### src/hw/flash_security_pkg.sv
// constants for the flash security control block
// assumes a 32-bit apb register window and 24-bit nonvolatile addresses
package flash_security_pkg;
   // register map, byte offsets
   localparam logic [7:0] reg_copy_off = 8'h00;
   localparam logic [7:0] reg_status_off = 8'h04;
   localparam logic [7:0] reg_key_ctrl_off = 8'h08;
   localparam logic [7:0] reg_key_base_off = 8'h10;
   localparam logic [7:0] reg_copy_rst = 8'hff;
   // options/security byte layout
   localparam int sec_lsb = 0;
   localparam int keyen_lsb = 6;
   localparam logic [1:0] sec_unsecured = 2'b10;
   localparam logic [1:0] sec_recommended = 2'b01;
   localparam logic [1:0] keyen_enabled = 2'b10;
   localparam logic [7:0] opt_byte_unsecured = 8'hfe;
   // status register bit positions
   localparam int st_secured_bit = 0;
   localparam int st_normal_bit = 1;
   localparam int st_dbg_en_bit = 2;
   localparam int st_backdoor_bit = 3;
   localparam int st_active_dbg_bit = 4;
   localparam int st_erase_unsec_bit = 5;
   localparam int st_ready_bit = 6;
   // key control bit positions
   localparam int kc_access_bit = 0;
   localparam int kc_verify_bit = 1;
   // back door key store
   localparam int key_words = 4;
   localparam int key_width = 16;
   localparam logic [15:0] key_invalid_lo = 16'h0000;
   localparam logic [15:0] key_invalid_hi = 16'hffff;
   // nonvolatile command codes
   localparam logic [7:0] cmd_erase_verify_all = 8'h01;
   localparam logic [7:0] cmd_program = 8'h06;
   localparam logic [7:0] cmd_erase_all = 8'h08;
   localparam logic [7:0] cmd_erase_sector = 8'h0a;
   // sector that holds the options/security byte
   localparam logic [23:0] opt_sector_base = 24'h7ffe00;
   localparam logic [23:0] opt_sector_mask = 24'h0001ff;
   localparam logic [23:0] opt_sector_last = 24'h7fffff;
   // mode pin synchroniser depth, cycles before capture
   localparam logic [1:0] sync_wait = 2'h2;
   typedef enum logic [1:0] {dbg_mass_erase, dbg_csr, dbg_mem, dbg_other} dbg_class_e;
endpackage : flash_security_pkg
### src/hw/backdoor_key_check.sv
// back door key words written by software, compared with the stored key
// assumes the stored key is stable after reset; words clear only on reset
`timescale 1ns/1ps
module backdoor_key_check #(
   parameter int words = 4,
   parameter int width = 16
) (
   // clock and reset
   input wire logic pclk,
   input wire logic presetn,
   // write side
   input wire logic wr_en,
   input wire logic [1:0] wr_idx,
   input wire logic [width-1:0] wr_data,
   // stored key and results
   input wire logic [words*width-1:0] stored_key,
   output logic all_written,
   output logic keys_valid,
   output logic keys_match
);
   import flash_security_pkg::*;

   logic [words-1:0] written_w;
   logic [words-1:0] valid_w;
   logic [words-1:0] match_w;

   genvar g;
   generate
      for (g = 0; g < words; g++) begin : gen_word
         logic [width-1:0] word_reg;
         logic [width-1:0] stored_w;
         // one flag per word, so each process owns its own variable
         logic word_written_reg;
         assign stored_w = stored_key[g*width +: width];
         always_ff @(posedge pclk or negedge presetn) begin
            if (!presetn) begin
               word_reg <= '0;
               word_written_reg <= 1'b0;
            end else if (wr_en && wr_idx == 2'(g)) begin
               word_reg <= wr_data;
               word_written_reg <= 1'b1;
            end
         end
         assign written_w[g] = word_written_reg;
         // all-zero and all-one words never count as a key
         assign valid_w[g] = stored_w != key_invalid_lo && stored_w != key_invalid_hi;
         assign match_w[g] = word_written_reg && word_reg == stored_w;
      end
   endgenerate

   assign all_written = &written_w;
   assign keys_valid = &valid_w;
   assign keys_match = &match_w;
endmodule : backdoor_key_check

### src/hw/flash_security_control.sv
// flash security control: security decode, debug and nvm command gating
// assumes the options byte and stored key are readable from reset onward
// and that the mode pin is asynchronous to pclk
//
// Overview of operation
// each reset copies the options/security byte; security follows that copy
// only security bits 10 unsecure; 00, 01 and 11 all secure
// software should write 01 to secure the device
// secured in normal run mode: debug controller fully disabled
// secured in any mode: only permitted flash/eeprom commands run
// special debug mode: enter active debug state right after reset
// secured special mode: debug accepts only mass erase and its status register
// secured special mode: debug memory accesses are blocked
// normal mode back door: valid key, keys enabled, matching key writes unsecure
// key words 0x0000 or 0xffff are invalid and never unsecure
// options byte program/erase only when its sector is unprotected
// erasing the options byte clears its whole sector
// reprogrammed security bits take effect only at the next reset
// successful full erase unsecures and programs the unsecured byte
// chip mode captured from mode pin at reset release; 1 normal, 0 special
// back door unsecure lasts only until the next reset
`timescale 1ns/1ps
module flash_security_control #(
   parameter int words = flash_security_pkg::key_words,
   parameter int width = flash_security_pkg::key_width
) (
   // clock and reset
   input wire logic pclk,
   input wire logic presetn,
   // apb slave
   input wire logic psel,
   input wire logic penable,
   input wire logic pwrite,
   input wire logic [7:0] paddr,
   input wire logic [31:0] pwdata,
   output logic [31:0] prdata,
   output logic pready,
   output logic pslverr,
   // mode pin and nonvolatile contents
   input wire logic chip_mode_select,
   input wire logic [7:0] nvm_opt_byte,
   input wire logic [words*width-1:0] nvm_key,
   input wire logic opt_sector_protected,
   // nvm command filter
   input wire logic nvm_cmd_valid,
   input wire logic [7:0] nvm_cmd_code,
   input wire logic [23:0] nvm_cmd_addr,
   output logic nvm_cmd_allow,
   output logic [23:0] nvm_erase_base,
   input wire logic nvm_erase_all_done,
   input wire logic nvm_erase_all_ok,
   output logic opt_prog_req,
   output logic [7:0] opt_prog_data,
   // background debug controller
   input wire logic dbg_cmd_valid,
   input wire flash_security_pkg::dbg_class_e dbg_cmd_class,
   input wire logic dbg_go,
   output logic dbg_enable,
   output logic dbg_cmd_accept,
   output logic dbg_cmd_reject,
   output logic dbg_mem_block,
   output logic active_debug_state,
   // status
   output logic secured,
   output logic normal_run_chip_mode
);
   import flash_security_pkg::*;

   typedef enum {st_sync, st_load, st_run} phase_e;

   phase_e phase_reg;
   logic [1:0] wait_reg;
   logic chip_mode_select_meta_reg;
   logic chip_mode_select_sync_reg;
   logic [7:0] flash_security_copy;
   logic normal_reg;
   logic active_dbg_reg;
   logic backdoor_reg;
   logic erase_unsec_reg;
   logic [1:0] key_ctrl_reg;
   logic [31:0] prdata_reg;
   logic [23:0] erase_base_reg;
   logic opt_prog_reg;
   logic apb_wr;
   logic apb_setup;
   logic key_wr;
   logic verify_wr;
   logic mapped;
   logic in_run;
   logic keys_written;
   logic keys_valid;
   logic keys_match;
   logic [1:0] security_state_bits;
   logic [1:0] backdoor_key_enable_bits;
   logic opt_sector_hit;
   logic cmd_permitted;
   logic [31:0] status_w;

   ////////////////////////////////////////////////////////////////////////
   // mode pin synchroniser and reset-release sequence

   always_ff @(posedge pclk or negedge presetn) begin
      if (!presetn) begin
         chip_mode_select_meta_reg <= 1'b1;
         chip_mode_select_sync_reg <= 1'b1;
      end else begin
         chip_mode_select_meta_reg <= chip_mode_select;
         chip_mode_select_sync_reg <= chip_mode_select_meta_reg;
      end
   end

   // hold the load until the pin has crossed both flops
   always_ff @(posedge pclk or negedge presetn) begin
      if (!presetn) begin
         phase_reg <= st_sync;
         wait_reg <= '0;
      end else begin
         unique case (phase_reg)
            st_sync: begin
               wait_reg <= wait_reg + 2'h1;
               if (wait_reg == sync_wait - 2'h1) begin
                  phase_reg <= st_load;
               end
            end
            st_load: phase_reg <= st_run;
            st_run: phase_reg <= st_run;
         endcase
      end
   end

   assign in_run = phase_reg == st_run;

   // the copy is only written in the load phase, so reprogramming waits for reset
   always_ff @(posedge pclk or negedge presetn) begin
      if (!presetn) begin
         flash_security_copy <= reg_copy_rst;
         normal_reg <= 1'b1;
      end else if (phase_reg == st_load) begin
         flash_security_copy <= nvm_opt_byte;
         normal_reg <= chip_mode_select_sync_reg;
      end
   end

   assign security_state_bits = flash_security_copy[sec_lsb +: 2];
   assign backdoor_key_enable_bits = flash_security_copy[keyen_lsb +: 2];
   // held secured until the copy is loaded; 01 is only what software should write
   assign secured = !(in_run && (security_state_bits == sec_unsecured || backdoor_reg || erase_unsec_reg));
   assign normal_run_chip_mode = normal_reg;

   ////////////////////////////////////////////////////////////////////////
   // background debug gating

   always_ff @(posedge pclk or negedge presetn) begin
      if (!presetn) begin
         active_dbg_reg <= 1'b0;
      end else if (phase_reg == st_load && !chip_mode_select_sync_reg) begin
         active_dbg_reg <= 1'b1;
      end else if (dbg_go) begin
         active_dbg_reg <= 1'b0;
      end
   end

   assign active_debug_state = active_dbg_reg;
   assign dbg_enable = in_run && !(secured && normal_reg);
   assign dbg_mem_block = secured && !normal_reg;
   always_comb begin
      dbg_cmd_accept = 1'b0;
      if (dbg_cmd_valid && dbg_enable) begin
         if (!secured) begin
            dbg_cmd_accept = 1'b1;
         end else begin
            dbg_cmd_accept = dbg_cmd_class == dbg_mass_erase || dbg_cmd_class == dbg_csr;
         end
      end
   end
   assign dbg_cmd_reject = dbg_cmd_valid && !dbg_cmd_accept;

   ////////////////////////////////////////////////////////////////////////
   // nvm command filter

   assign opt_sector_hit = (nvm_cmd_addr & ~opt_sector_mask) == opt_sector_base;
   assign cmd_permitted = nvm_cmd_code == cmd_erase_verify_all || nvm_cmd_code == cmd_erase_all;
   always_comb begin
      nvm_cmd_allow = nvm_cmd_valid && in_run;
      if (secured && !cmd_permitted) begin
         nvm_cmd_allow = 1'b0;
      end
      if (opt_sector_hit && opt_sector_protected &&
          (nvm_cmd_code == cmd_program || nvm_cmd_code == cmd_erase_sector)) begin
         nvm_cmd_allow = 1'b0;
      end
   end

   // sector erase always spans the full aligned sector, key and vectors included
   always_ff @(posedge pclk or negedge presetn) begin
      if (!presetn) begin
         erase_base_reg <= '0;
      end else if (nvm_cmd_allow && nvm_cmd_code == cmd_erase_sector) begin
         erase_base_reg <= nvm_cmd_addr & ~opt_sector_mask;
      end
   end
   assign nvm_erase_base = erase_base_reg;

   always_ff @(posedge pclk or negedge presetn) begin
      if (!presetn) begin
         erase_unsec_reg <= 1'b0;
         opt_prog_reg <= 1'b0;
      end else begin
         opt_prog_reg <= nvm_erase_all_done && nvm_erase_all_ok;
         if (nvm_erase_all_done && nvm_erase_all_ok) begin
            erase_unsec_reg <= 1'b1;
         end
      end
   end
   assign opt_prog_req = opt_prog_reg;
   assign opt_prog_data = opt_byte_unsecured;

   ////////////////////////////////////////////////////////////////////////
   // back door key access

   assign apb_wr = psel && penable && pwrite;
   assign apb_setup = psel && !penable;
   assign key_wr = apb_wr && key_ctrl_reg[kc_access_bit] && paddr[7:4] == reg_key_base_off[7:4];
   assign verify_wr = apb_wr && paddr == reg_key_ctrl_off && pwdata[kc_verify_bit];

   backdoor_key_check #(.words(words), .width(width)) u_key (
      .pclk(pclk),
      .presetn(presetn),
      .wr_en(key_wr),
      .wr_idx(paddr[3:2]),
      .wr_data(pwdata[width-1:0]),
      .stored_key(nvm_key),
      .all_written(keys_written),
      .keys_valid(keys_valid),
      .keys_match(keys_match)
   );

   // only a reset clears the grant, since the copy is reloaded then
   always_ff @(posedge pclk or negedge presetn) begin
      if (!presetn) begin
         backdoor_reg <= 1'b0;
      end else if (verify_wr && in_run && normal_reg && backdoor_key_enable_bits == keyen_enabled &&
                   keys_written && keys_valid && keys_match) begin
         backdoor_reg <= 1'b1;
      end
   end

   always_ff @(posedge pclk or negedge presetn) begin
      if (!presetn) begin
         key_ctrl_reg <= '0;
      end else if (apb_wr && paddr == reg_key_ctrl_off) begin
         key_ctrl_reg[kc_access_bit] <= pwdata[kc_access_bit];
      end
   end

   ////////////////////////////////////////////////////////////////////////
   // apb register read path

   assign mapped = paddr == reg_copy_off || paddr == reg_status_off || paddr == reg_key_ctrl_off ||
                   paddr[7:4] == reg_key_base_off[7:4];
   always_comb begin
      status_w = '0;
      status_w[st_secured_bit] = secured;
      status_w[st_normal_bit] = normal_reg;
      status_w[st_dbg_en_bit] = dbg_enable;
      status_w[st_backdoor_bit] = backdoor_reg;
      status_w[st_active_dbg_bit] = active_dbg_reg;
      status_w[st_erase_unsec_bit] = erase_unsec_reg;
      status_w[st_ready_bit] = in_run;
   end

   // read data is latched in the setup cycle; key words read as zero
   always_ff @(posedge pclk or negedge presetn) begin
      if (!presetn) begin
         prdata_reg <= '0;
      end else if (apb_setup) begin
         if (paddr == reg_copy_off) begin
            prdata_reg <= {24'h000000, flash_security_copy};
         end else if (paddr == reg_status_off) begin
            prdata_reg <= status_w;
         end else if (paddr == reg_key_ctrl_off) begin
            prdata_reg <= {30'h00000000, 1'b0, key_ctrl_reg[kc_access_bit]};
         end else begin
            prdata_reg <= '0;
         end
      end
   end

   assign prdata = prdata_reg;
   assign pready = 1'b1;
   assign pslverr = psel && penable && !mapped;
endmodule : flash_security_control

### config.mk
export PLATFORM = sky130hd
export DESIGN_NAME = flash_security_control
export DESIGN_NICKNAME = d
export VERILOG_FILES = /design/src/hw/flash_security_pkg.sv /design/src/hw/backdoor_key_check.sv /design/src/hw/flash_security_control.sv
export SDC_FILE = /design/constraint.sdc
export NUM_CORES = 1
export LEC_CHECK = 0
export BUFFER_PORTS_ARGS = -buffer_cell sky130_fd_sc_hd__buf_2
export CORE_MARGIN = 5
export CORE_UTILIZATION = 49
export DETAILED_ROUTE_END_ITERATION = 6
export PLACE_DENSITY_LB_ADDON = 0.2
export SLEW_MARGIN = 20
export SYNTH_ARGS = -nofsm -noshare
export SYNTH_HDL_FRONTEND = slang
export SYNTH_SLANG_ARGS = --single-unit
export TNS_END_PERCENT = 50
### constraint.sdc
create_clock -name pclk -period 1.89 [get_ports pclk]
set_input_delay 0.189 -clock pclk [delete_from_list [all_inputs] [get_ports pclk]]
set_output_delay 0.189 -clock pclk [all_outputs]
set_load 0.02 [all_outputs]
==> results by group, run 1 <==
Setup path
  • WP data arrival: 1.67 ns
  • R2r startpoint: flash_security_copy[1]$_DFFE_PN1N_
  • CP required: 1.70 ns
  • Reg2Reg Setup Slack: 0.10 ns
  • CP Launch Type: flip-flop
  • Reg2reg path depth: 6
  • CP Max Fanout: 4
  • R2R Path End: nvm_erase_base[12]$_DFFE_PN0P_
  • Kind of critical path: reg -> out
  • Crit. End Element: output port

Hold path
  • WHS Endpoint: active_debug_state$_DFFE_PN0P_
  • Hold Path Stages: 2
  • Hold wc startpoint: dbg_go
  • Hold Path Class: in -> reg

Finish
  • Finished Layout Cells: 824
  • Syn-to-layout area delta: 23.38%
  • Multi-input gate area: 2781 um2
  • Antenna Diode Count: 0
  • Largest register FFs: 64
  • Share of layout cells above drive strength 1: 45.37%
  • Filler cells: 956
  • Post-layout nets: 838
  • Storage element area: 2791 um2
  • Fin util: 62.21%

Logic synthesis
  • Cells after synthesis: 494
  • Top-area cell type share of the netlist area: 43.09%
  • Yosys warnings: 0
  • Top post-synthesis cells by area: dfrtp_1 (43%), mux2_2 (14%), xor2_1 (6.8%), buf_4 (5.6%), dfstp_2 (5.0%)
  • Post-synth ARST share: 100.0%
  • Cell Area, Synth: 5807 um2
  • Register area share after synthesis: 48.07%
  • Unique masters post-synth: 50
  • Post-synth top area cell: dfrtp_1
  • Synth top cells by count: dfrtp_1 (100), mux2_2 (74), xor2_1 (45)
  • Most frequent cell after synthesis: dfrtp_1
  • Number of synthesized flops with an enable pin: 0
  • Avg Inst Size Synth: 11.75 um2
  • Synth Flop Type: dfrtp_1
  • FF+latch count, synth: 111

Floorplan
  • Die height: 118.9 um
  • Die area: 14,130 um2
  • Initial Util: 50.42%
  • Ports placed on the boundary: 233
  • Core Region: 11,520 um2
  • Die Width: 118.9 um
  • Rows: 39

Route
  • DRC viols: 0
  • Metal2 WL: 7.872 mm
  • 1st-iter DRT viols: 307
  • DRT Pass-1 Iters: 4
  • DR vias: 4,552
  • Vias/cell: 5.524
  • Met3 WL: 941 um
  • Highest Signal Layer: met4
  • Total wire length: 16.17 mm
  • Met1 wire length: 7.170 mm
  • Routed wire per std cell: 19.63 um
  • Final antenna-violating net count: 0

Timing
  • Worst slew margin: 58.23%
  • Max Slew Vio Count: 0
  • Sum Neg Setup Slack: 0 ns
  • Clock skew: 0.01165 ns
  • Final Hold Fails: 0
  • Endpoints failing setup: 0
  • Min Tclk post-route: 1.861 ns
  • Final setup margin: 0.02872 ns
  • Hold WS: 0.01748 ns
  • Final period util: 98.48%
  • Max Freq: 537.3 MHz
  • Slew @ Worst Pin: 0.6208 ns

Power
  • Lkg Pwr: 3.647 nW
  • Power Density: 686.7 nW/um2
  • Peak VDD IR: 0.0006928 V

Global route
  • Largest net degree at the start of global routing: 48
  • First-pass GRT wire length: 24.58 mm
  • Vias in the first global route: 4,491
  • Gr usage total: 22.60%
  • Grt total ovfl: 0
  • Initial antenna violation count: 0

Place
  • Final HPWL DP: 12.88 mm
  • Placed cells: 802
  • Pre-CTS setup slack: -0.2772 ns
  • # port buffers: 164
  • RD Place Congestion: 0.9198

CTS
  • TritonCTS Sinks: 111
  • H-tree levels: 3
  • CTS root buf: clkbuf_16
  • Maximum buffer depth of the clock tree: 2
  • Worst-skew pair later-pin latency: 0.36 ns
  • Clock transition at path regs: 0.07 ns
  • CTS tree: built
  • CTS buffer count: 9

Run
  • MaxCap Viol Count: 0

Status
  • Status: finished clean
[critical path: stages, from the launching register on]
cell and delay (ns):
dfstp_2 0.55, nand2b_4 0.13, and2_4 0.17, a21oi_4 0.07, a21boi_0 0.19, buf_2 0.21
[how the worst max path moves through the flow]
stage,from,to,cells past startpoint
after floorplan,nvm_cmd_code[5],nvm_erase_base[14]$_DFFE_PN0P_,7
after global placement,nvm_cmd_code[5],nvm_erase_base[12]$_DFFE_PN0P_,7
after detailed placement,nvm_cmd_code[5],nvm_erase_base[12]$_DFFE_PN0P_,7
after CTS,flash_security_copy[1]$_DFFE_PN1N_,dbg_cmd_accept,5
after global routing,backdoor_reg$_DFFE_PN0P_,dbg_cmd_reject,5
final,flash_security_copy[0]$_DFFE_PN1N_,dbg_cmd_reject,5
[through the flow]
step	area [um2]	power, mW
2_1_floorplan	5964	2.757
3_3_place_gp	6750	3.022
3_5_place_dp	6750	3.032
4_1_cts	7094	4.969
5_1_grt	7164	5.120
6_report	7164	4.920
[layer usage]
layer / up-vias / GRT usage [%]
li1: 2084 / -
met1: 2290 / 30.80
met2: 158 / 36.87
met3: 20 / 5.498
met4: 0 / 5.069
met5: - / 0
[area by class of cell]
class	count	share of cell area (%)
clock inverter	6	0.9780
tap	143	2.497
timing repair buffer	182	14.65
sequential	111	38.96
multi-input combinational	355	38.82
clock buffer	10	3.196
inverter	17	0.8907
[where the power goes]
| part | switching, mW | internal, mW | total, mW |
|---|---|---|---|
| Combinational | 0.360 | 0.207 | 0.567 |
| Clock | 0.883 | 1.04 | 1.92 |
| Sequential | 0.0195 | 2.41 | 2.43 |
[cells in the final DEF (no fill, tap or decap), types with 4 or more instances in the layout]
cell and instances:
buf_2 160, dfrtp_1 100, mux2_2 74, xor2_1 45, conb_1 42, nand4_1 31, nor4_1 31, nand2_1 19
inv_1 15, o21ai_0 13, buf_4 13, xnor2_1 12, dfstp_2 11, mux2_4 10, clkbuf_16 9, nor2_1 7
a22oi_1 6, buf_12 6, o22ai_1 5, or2_2 5, or4_1 4, a22o_1 4
[cells by family (layout without fill, tap and decap cells)]
group	Yosys count	in the layout	synth area share (%)
fa+ha+maj	4	4	0.8619
flops	111	111	48.07
compound gates	43	43	4.913
mux	84	84	16.94
buf+inv	68	215	7.671
other cells	2	42	0.1293
xor+xnor	57	57	8.597
simple gates	125	125	12.82
[what timing repair did]
item | CTS | global route
endpoints found under the hold margin | 29 | 0
setup buffers | 0 | 4
pin swaps | 1 | 1
setup endpoints to repair | 3 | 3
gates resized for setup | 7 | 8
hold buffers | 2 | 0
Note: power is estimated with default switching activity, not from simulation.
==> inputs of run 2 (changes only) <==
CORE_MARGIN = 2   (was 5)
SYNTH_HIERARCHICAL = 1   (was not set)
==> run 2 against run 1 <==
Net effect:
- routed wire length is 1.1% lower
- critical path type is now reg -> reg
- area after synthesis is 1.1% higher
- fmax is 4.6% lower
- count of clock-buffer cells in the layout stayed put
- the flow now finishes with violations (setup timing)
- clock power hardly changed
- sequential power is 5% higher
- total power is 6.6% higher
- largest power group unchanged
- non-clock buffer count is 15 higher
- highest routed layer unchanged
==> results by group, run 2 <==
Place
  • # port buffers: 164
  • Final HPWL DP: 12.48 mm
  • RD Place Congestion: 1.030
  • Pre-CTS setup slack: -0.1259 ns

Route
  • DR vias: 4,540
  • 1st-iter DRT viols: 369
  • DRC viols: 0
  • Final antenna-violating net count: 0
  • Total wire length: 15.99 mm
  • DRT Pass-1 Iters: 4
  • Routed wire per std cell: 19.22 um
  • Vias/cell: 5.457

Finish
  • Antenna Diode Count: 0
  • Largest register FFs: 64
  • Fin util: 63.59%
  • Multi-input gate area: 2889 um2
  • Storage element area: 2791 um2
  • Commonest cells after routing, fill and taps aside: buf_2 (160), dfrtp_1 (100), mux2_2 (71)
  • Filler cells: 951
  • Syn-to-layout area delta: 25.25%
  • Share of layout cells above drive strength 1: 47.31%
  • Most common cell after layout, fill and taps aside: buf_2
  • Post-layout nets: 846

Setup path
  • CP required: 2.14 ns
  • Kind of critical path: reg -> reg
  • CP Max Fanout: 2
  • CP Launch Type: flip-flop
  • WP data arrival: 2.20 ns
  • Crit. End Element: flip-flop

Logic synthesis
  • Cells after synthesis: 487
  • Cell Area, Synth: 5872 um2
  • Synth top cells by count: dfrtp_1 (100), mux2_2 (76), xnor2_1 (48)
  • Post-synth top area cell: dfrtp_1
  • Post-synth ARST share: 100.0%
  • Top-area cell type share of the netlist area: 42.62%
  • Most frequent cell after synthesis: dfrtp_1
  • Yosys warnings: 6
  • Synth Flop Type: dfrtp_1
  • Unique masters post-synth: 44
  • Top post-synthesis cells by area: dfrtp_1 (43%), mux2_2 (15%), xnor2_1 (7.2%), buf_4 (5.5%), dfstp_2 (4.9%)
  • Avg Inst Size Synth: 12.06 um2
  • Number of synthesized flops with an enable pin: 0
  • Register area share after synthesis: 47.54%
  • FF+latch count, synth: 111

Power
  • Total power: 5.243 mW
  • Lkg Pwr: 3.693 nW
  • Clk network pwr share: 36.7%
  • Power Density: 712.9 nW/um2
  • Sw Share: 26.46%
  • Power Internal: 3.856 mW
  • Seq pwr share: 48.7%
  • Comb power frac: 14.6%
  • P_sw: 1.387 mW
  • Peak VDD IR: 0.0005704 V

Timing
  • Slew @ Worst Pin: 0.6391 ns
  • RSZ-0062 raised after global routing: yes
  • Worst slew margin: 57.00%
  • Min Tclk post-route: 1.951 ns
  • Max Slew Vio Count: 0
  • Final period util: 103.3%
  • Endpoints failing setup: 14
  • Sum Neg Setup Slack: -0.2762 ns
  • Final Hold Fails: 0
  • Clock skew: 0.003727 ns
  • Max Freq: 512.4 MHz
  • Final setup margin: -0.06150 ns

Global route
  • First-pass GRT wire length: 25.27 mm
  • Largest net degree at the start of global routing: 42
  • Initial antenna violation count: 0
  • Grt total ovfl: 0
  • Gr usage total: 25.57%
  • Vias in the first global route: 4,689

CTS
  • Maximum buffer depth of the clock tree: 2
  • H-tree levels: 3
  • CTS tree: built
  • TritonCTS Sinks: 111
  • Clock transition at path regs: 0.08 ns
  • CTS buffer count: 9
  • Worst-skew pair later-pin latency: 0.35 ns
  • CTS root buf: clkbuf_16

Floorplan
  • Die height: 113.5 um
  • Rows: 39
  • Die Width: 113.5 um
  • Core Region: 11,560 um2
  • Die area: 12,880 um2
  • Initial Util: 50.77%
  • Ports placed on the boundary: 233

Status
  • Status: complete, but fails checks
  • Failing checks: setup timing

Run
  • MaxCap Viol Count: 0

Hold path
  • Hold Path Class: in -> reg
run 2: what timing repair did:
action                                 CTS  global route
setup endpoints to repair               20            20
hold buffers                             2             0
endpoints found under the hold margin   29             0
buffers inserted                         3             1
resized for setup                       17             4
pin swaps                                7             7
gates cloned                             0             1
run 2: final cells by class:
| class | count | share of cell area (%) |
|---|---|---|
| Multi-Input combinational cell | 355 | 39.28 |
| Sequential cell | 111 | 37.96 |
| Timing Repair Buffer | 197 | 15.75 |
| Clock buffer | 10 | 3.113 |
| Tap cell | 143 | 2.433 |
| Clock inverter | 6 | 0.9527 |
| Inverter | 10 | 0.5104 |
run 2: critical path: stages (launching register included):
cell and delay (ns):
dfrtp_1 0.42, xnor2_2 0.22, nand4_1 0.14, nor4_2 0.34
nand3_1 0.13, nor3_2 0.24, nand4b_1 0.16, o41ai_2 0.22
run 2: power groups by stage:
stage / clock, mW / sequential (mW) / combinational [mW]
floorplan: 0 / 2.60 / 0.395
global placement: 0 / 2.59 / 0.729
CTS: 1.97 / 2.55 / 0.758
finish: 1.93 / 2.55 / 0.764
detailed placement: 0 / 2.60 / 0.741
global route: 2.06 / 2.56 / 0.831
run 2: kinds of logic (layout without fill, tap and decap cells):
family	count (synthesis)	in the layout	synth area share [%]
AOI/OAI and AO/OA	27	27	3.047
xor gates and xnor gates	67	67	9.994
adders and majority gates	4	4	0.8524
buffers and inverters	61	223	7.053
DFF	111	111	47.54
muxes	92	92	18.15
other	2	42	0.1279
and+or+nand+nor	123	123	13.23
run 2: final timing paths:
path                       cells after the start                                        end                                      start  slack (ns)
min reg2reg                                    0        chip_mode_select_sync_reg$_DFF_PN1_        chip_mode_select_meta_reg$_DFF_PN1_        0.36
max in group asynchronous                      3             nvm_erase_base[18]$_DFFE_PN0P_                                    presetn        0.89
min in group asynchronous                      2  u_key/gen_word[2].word_reg[5]$_DFFE_PN0P_                                    presetn        0.36
min                                            2             active_debug_state$_DFFE_PN0P_                                     dbg_go        0.01
max                                            7                   backdoor_reg$_DFFE_PN0P_  u_key/gen_word[0].word_reg[9]$_DFFE_PN0P_       -0.06
max reg2reg                                    7                   backdoor_reg$_DFFE_PN0P_  u_key/gen_word[0].word_reg[9]$_DFFE_PN0P_       -0.06
run 2: metal layers:
metal	routed length, um	global-route usage [%]
met5	0	0
met4	391	8.699
met3	971	5.632
met2	7776	41.88
met1	6852	33.89
run 2: metrics by stage:
step	instance area, um2	std cells	hold slack, ns
finish	7355	832	0.01490
floorplan	6027	527	-0.1066
CTS	7300	830	0.008015
global placement	6898	809	0.2139
global route	7355	832	0.02659
detailed placement	6898	809	0.2243
==> inputs of run 3 (changes only) <==
BUFFER_PORTS_ARGS = -buffer_cell sky130_fd_sc_hd__buf_4   (was -buffer_cell sky130_fd_sc_hd__buf_2)
==> run 3 against run 2 <==
Net effect:
- the run still ends with setup timing left
- via count shrank 1.7%
- clock skew grew 0.0026 ns
- fmax grew 1.4%
- count of clock-buffer cells in the layout shrank 1
- first-iteration DRC count shrank 21%
- worst hold slack lost 0.0027 ns
- utilization grew 2.9 points
- final cell count shrank 1.1%
- routed wire length shrank 1.8%
- register-to-register slack gained 0.07 ns
- non-clock buffer count shrank 9
==> results by group, run 3 (same netlist as run 2, synthesis figures left out) <==
Setup path
  • WP data arrival: 1.74 ns
  • Slowest stage delay, CP: 0.54 ns
  • CP required: 1.70 ns
  • CP Launch Type: flip-flop
  • Kind of critical path: reg -> out
  • CP bufs+invs: 2
  • Reg2reg path depth: 7
  • Cell family with most CP delay: flip-flops
  • Critical path depth in cells: 5
  • CP max-delay cell: dfstp_2
  • Crit. End Element: output port
  • CP Max Fanout: 3
  • Crit path cell chain: inv_2, a211oi_4, o41ai_4, and3b_2, buf_6

Route
  • DRT Pass-1 Iters: 5
  • Vias/cell: 5.422
  • 1st-iter DRT viols: 293
  • DR vias: 4,462
  • Final antenna-violating net count: 0
  • Routed wire per std cell: 19.08 um
  • DRC viols: 0
  • Total wire length: 15.71 mm

Power
  • Power Density: 686.0 nW/um2
  • Power Internal: 3.927 mW
  • Total power: 5.277 mW
  • Peak VDD IR: 0.0004827 V
  • Clk network pwr share: 35.8%
  • Comb power frac: 15.8%
  • P_sw: 1.350 mW
  • Sw Share: 25.58%
  • Seq pwr share: 48.4%
  • Lkg Pwr: 3.779 nW

Timing
  • Final setup margin: -0.03498 ns
  • Max Slew Vio Count: 0
  • Endpoints failing setup: 1
  • Max Freq: 519.5 MHz
  • Hold WS: 0.01217 ns
  • Clock skew: 0.006336 ns
  • Slew @ Worst Pin: 0.6010 ns
  • Worst slew margin: 59.93%
  • Final period util: 101.9%
  • RSZ-0062 raised after global routing: yes
  • Final Hold Fails: 0
  • Min Tclk post-route: 1.925 ns

Floorplan
  • Die height: 113.5 um
  • Die area: 12,880 um2
  • Ports placed on the boundary: 233
  • Initial Util: 50.77%
  • Rows: 39
  • Core Region: 11,560 um2
  • Die Width: 113.5 um

CTS
  • Maximum buffer depth of the clock tree: 2
  • H-tree levels: 3
  • TritonCTS Sinks: 111
  • Worst-skew pair later-pin latency: 0.35 ns
  • CTS tree: built
  • Clock transition at path regs: 0.07 ns
  • CTS buffer count: 9
  • CTS root buf: clkbuf_16

Run
  • MaxCap Viol Count: 0

Place
  • Post-DP Area: 7238 um2
  • # port buffers: 164
  • RD Place Congestion: 1.011
  • Final HPWL DP: 12.35 mm

Finish
  • Post-layout nets: 837
  • Commonest cells after routing, fill and taps aside: buf_4 (178), dfrtp_1 (100), mux2_2 (71)
  • Largest register FFs: 64
  • Fin util: 66.52%
  • Most common cell after layout, fill and taps aside: buf_4
  • Antenna Diode Count: 0
  • Syn-to-layout area delta: 31.00%
  • Share of layout cells above drive strength 1: 46.91%
  • Final Instance Area: 7692 um2

Global route
  • Gr usage total: 25.08%
  • Largest net degree at the start of global routing: 46
  • Vias in the first global route: 4,512
  • First-pass GRT wire length: 24.45 mm
  • Initial antenna violation count: 0
  • Grt total ovfl: 0

Hold path
  • Hold Path Stages: 2
  • Hold Path Class: in -> reg

Status
  • Failing checks: setup timing
  • Status: complete, but fails checks
run 3: layout make-up:
cell class / count / area [um2]
clock inverters: 7 / 71.32
inverters: 10 / 37.54
fillers: 898 / 3872
flip-flops and latches: 111 / 2791
well taps: 143 / 178.9
repair buffers: 188 / 1495
multi-input cells: 355 / 2893
clock buffers: 9 / 225.2
run 3: worst paths after layout:
check / start / slack, ns / end
hold / removal: dbg_go / 0.01 / active_debug_state$_DFFE_PN0P_
setup reg to reg: flash_security_copy[0]$_DFFE_PN1N_ / 0.01 / nvm_erase_base[19]$_DFFE_PN0P_
hold reg to reg: chip_mode_select_meta_reg$_DFF_PN1_ / 0.36 / chip_mode_select_sync_reg$_DFF_PN1_
max in group asynchronous: presetn / 0.87 / nvm_erase_base[13]$_DFFE_PN0P_
min in group asynchronous: presetn / 0.39 / u_key/gen_word[0].word_reg[13]$_DFFE_PN0P_
setup / recovery: flash_security_copy[0]$_DFFE_PN1N_ / -0.03 / nvm_cmd_allow
run 3: per-stage QoR:
stage,std cells,TNS (ns),worst slack (ns)
final,823,-0.03498,-0.03498
after global routing,823,-1.096,-0.1121
after CTS,820,-0.06380,-0.04823
after detailed placement,800,-1.878,-0.1645
after global placement,800,-1.204,-0.1383
after floorplan,527,0,0.003496
run 3: power groups by stage:
stage	clock network [mW]	registers, mW	logic, mW
after global placement	0	2.59	0.799
after global routing	2.05	2.56	0.896
after floorplan	0	2.60	0.395
after CTS	1.95	2.55	0.824
after detailed placement	0	2.60	0.811
final	1.89	2.55	0.833
run 3: repair_timing:
action / 4_1_cts / 5_1_grt
setup buffers: 3 / 2
setup endpoints to repair: 20 / 21
hold endpoints to repair: 34 / 0
pin swaps: 10 / 5
cloned: 0 / 1
resized for setup: 9 / 12
hold buffers: 2 / 0
run 3: worst register-to-register path, stage by stage (launching register included):
cell and delay [ns]:
dfstp_2 0.54, inv_2 0.05, a211oi_4 0.29, o41ai_4 0.14, buf_4 0.16, nand4b_4 0.11, clkbuf_16 0.17, mux2_4 0.30
run 3: routing by layer:
metal  track usage, %  wire, um
met1            33.62      6566
met2            41.16      7765
met3            4.463       982
met4            9.187       392
met5                0         0
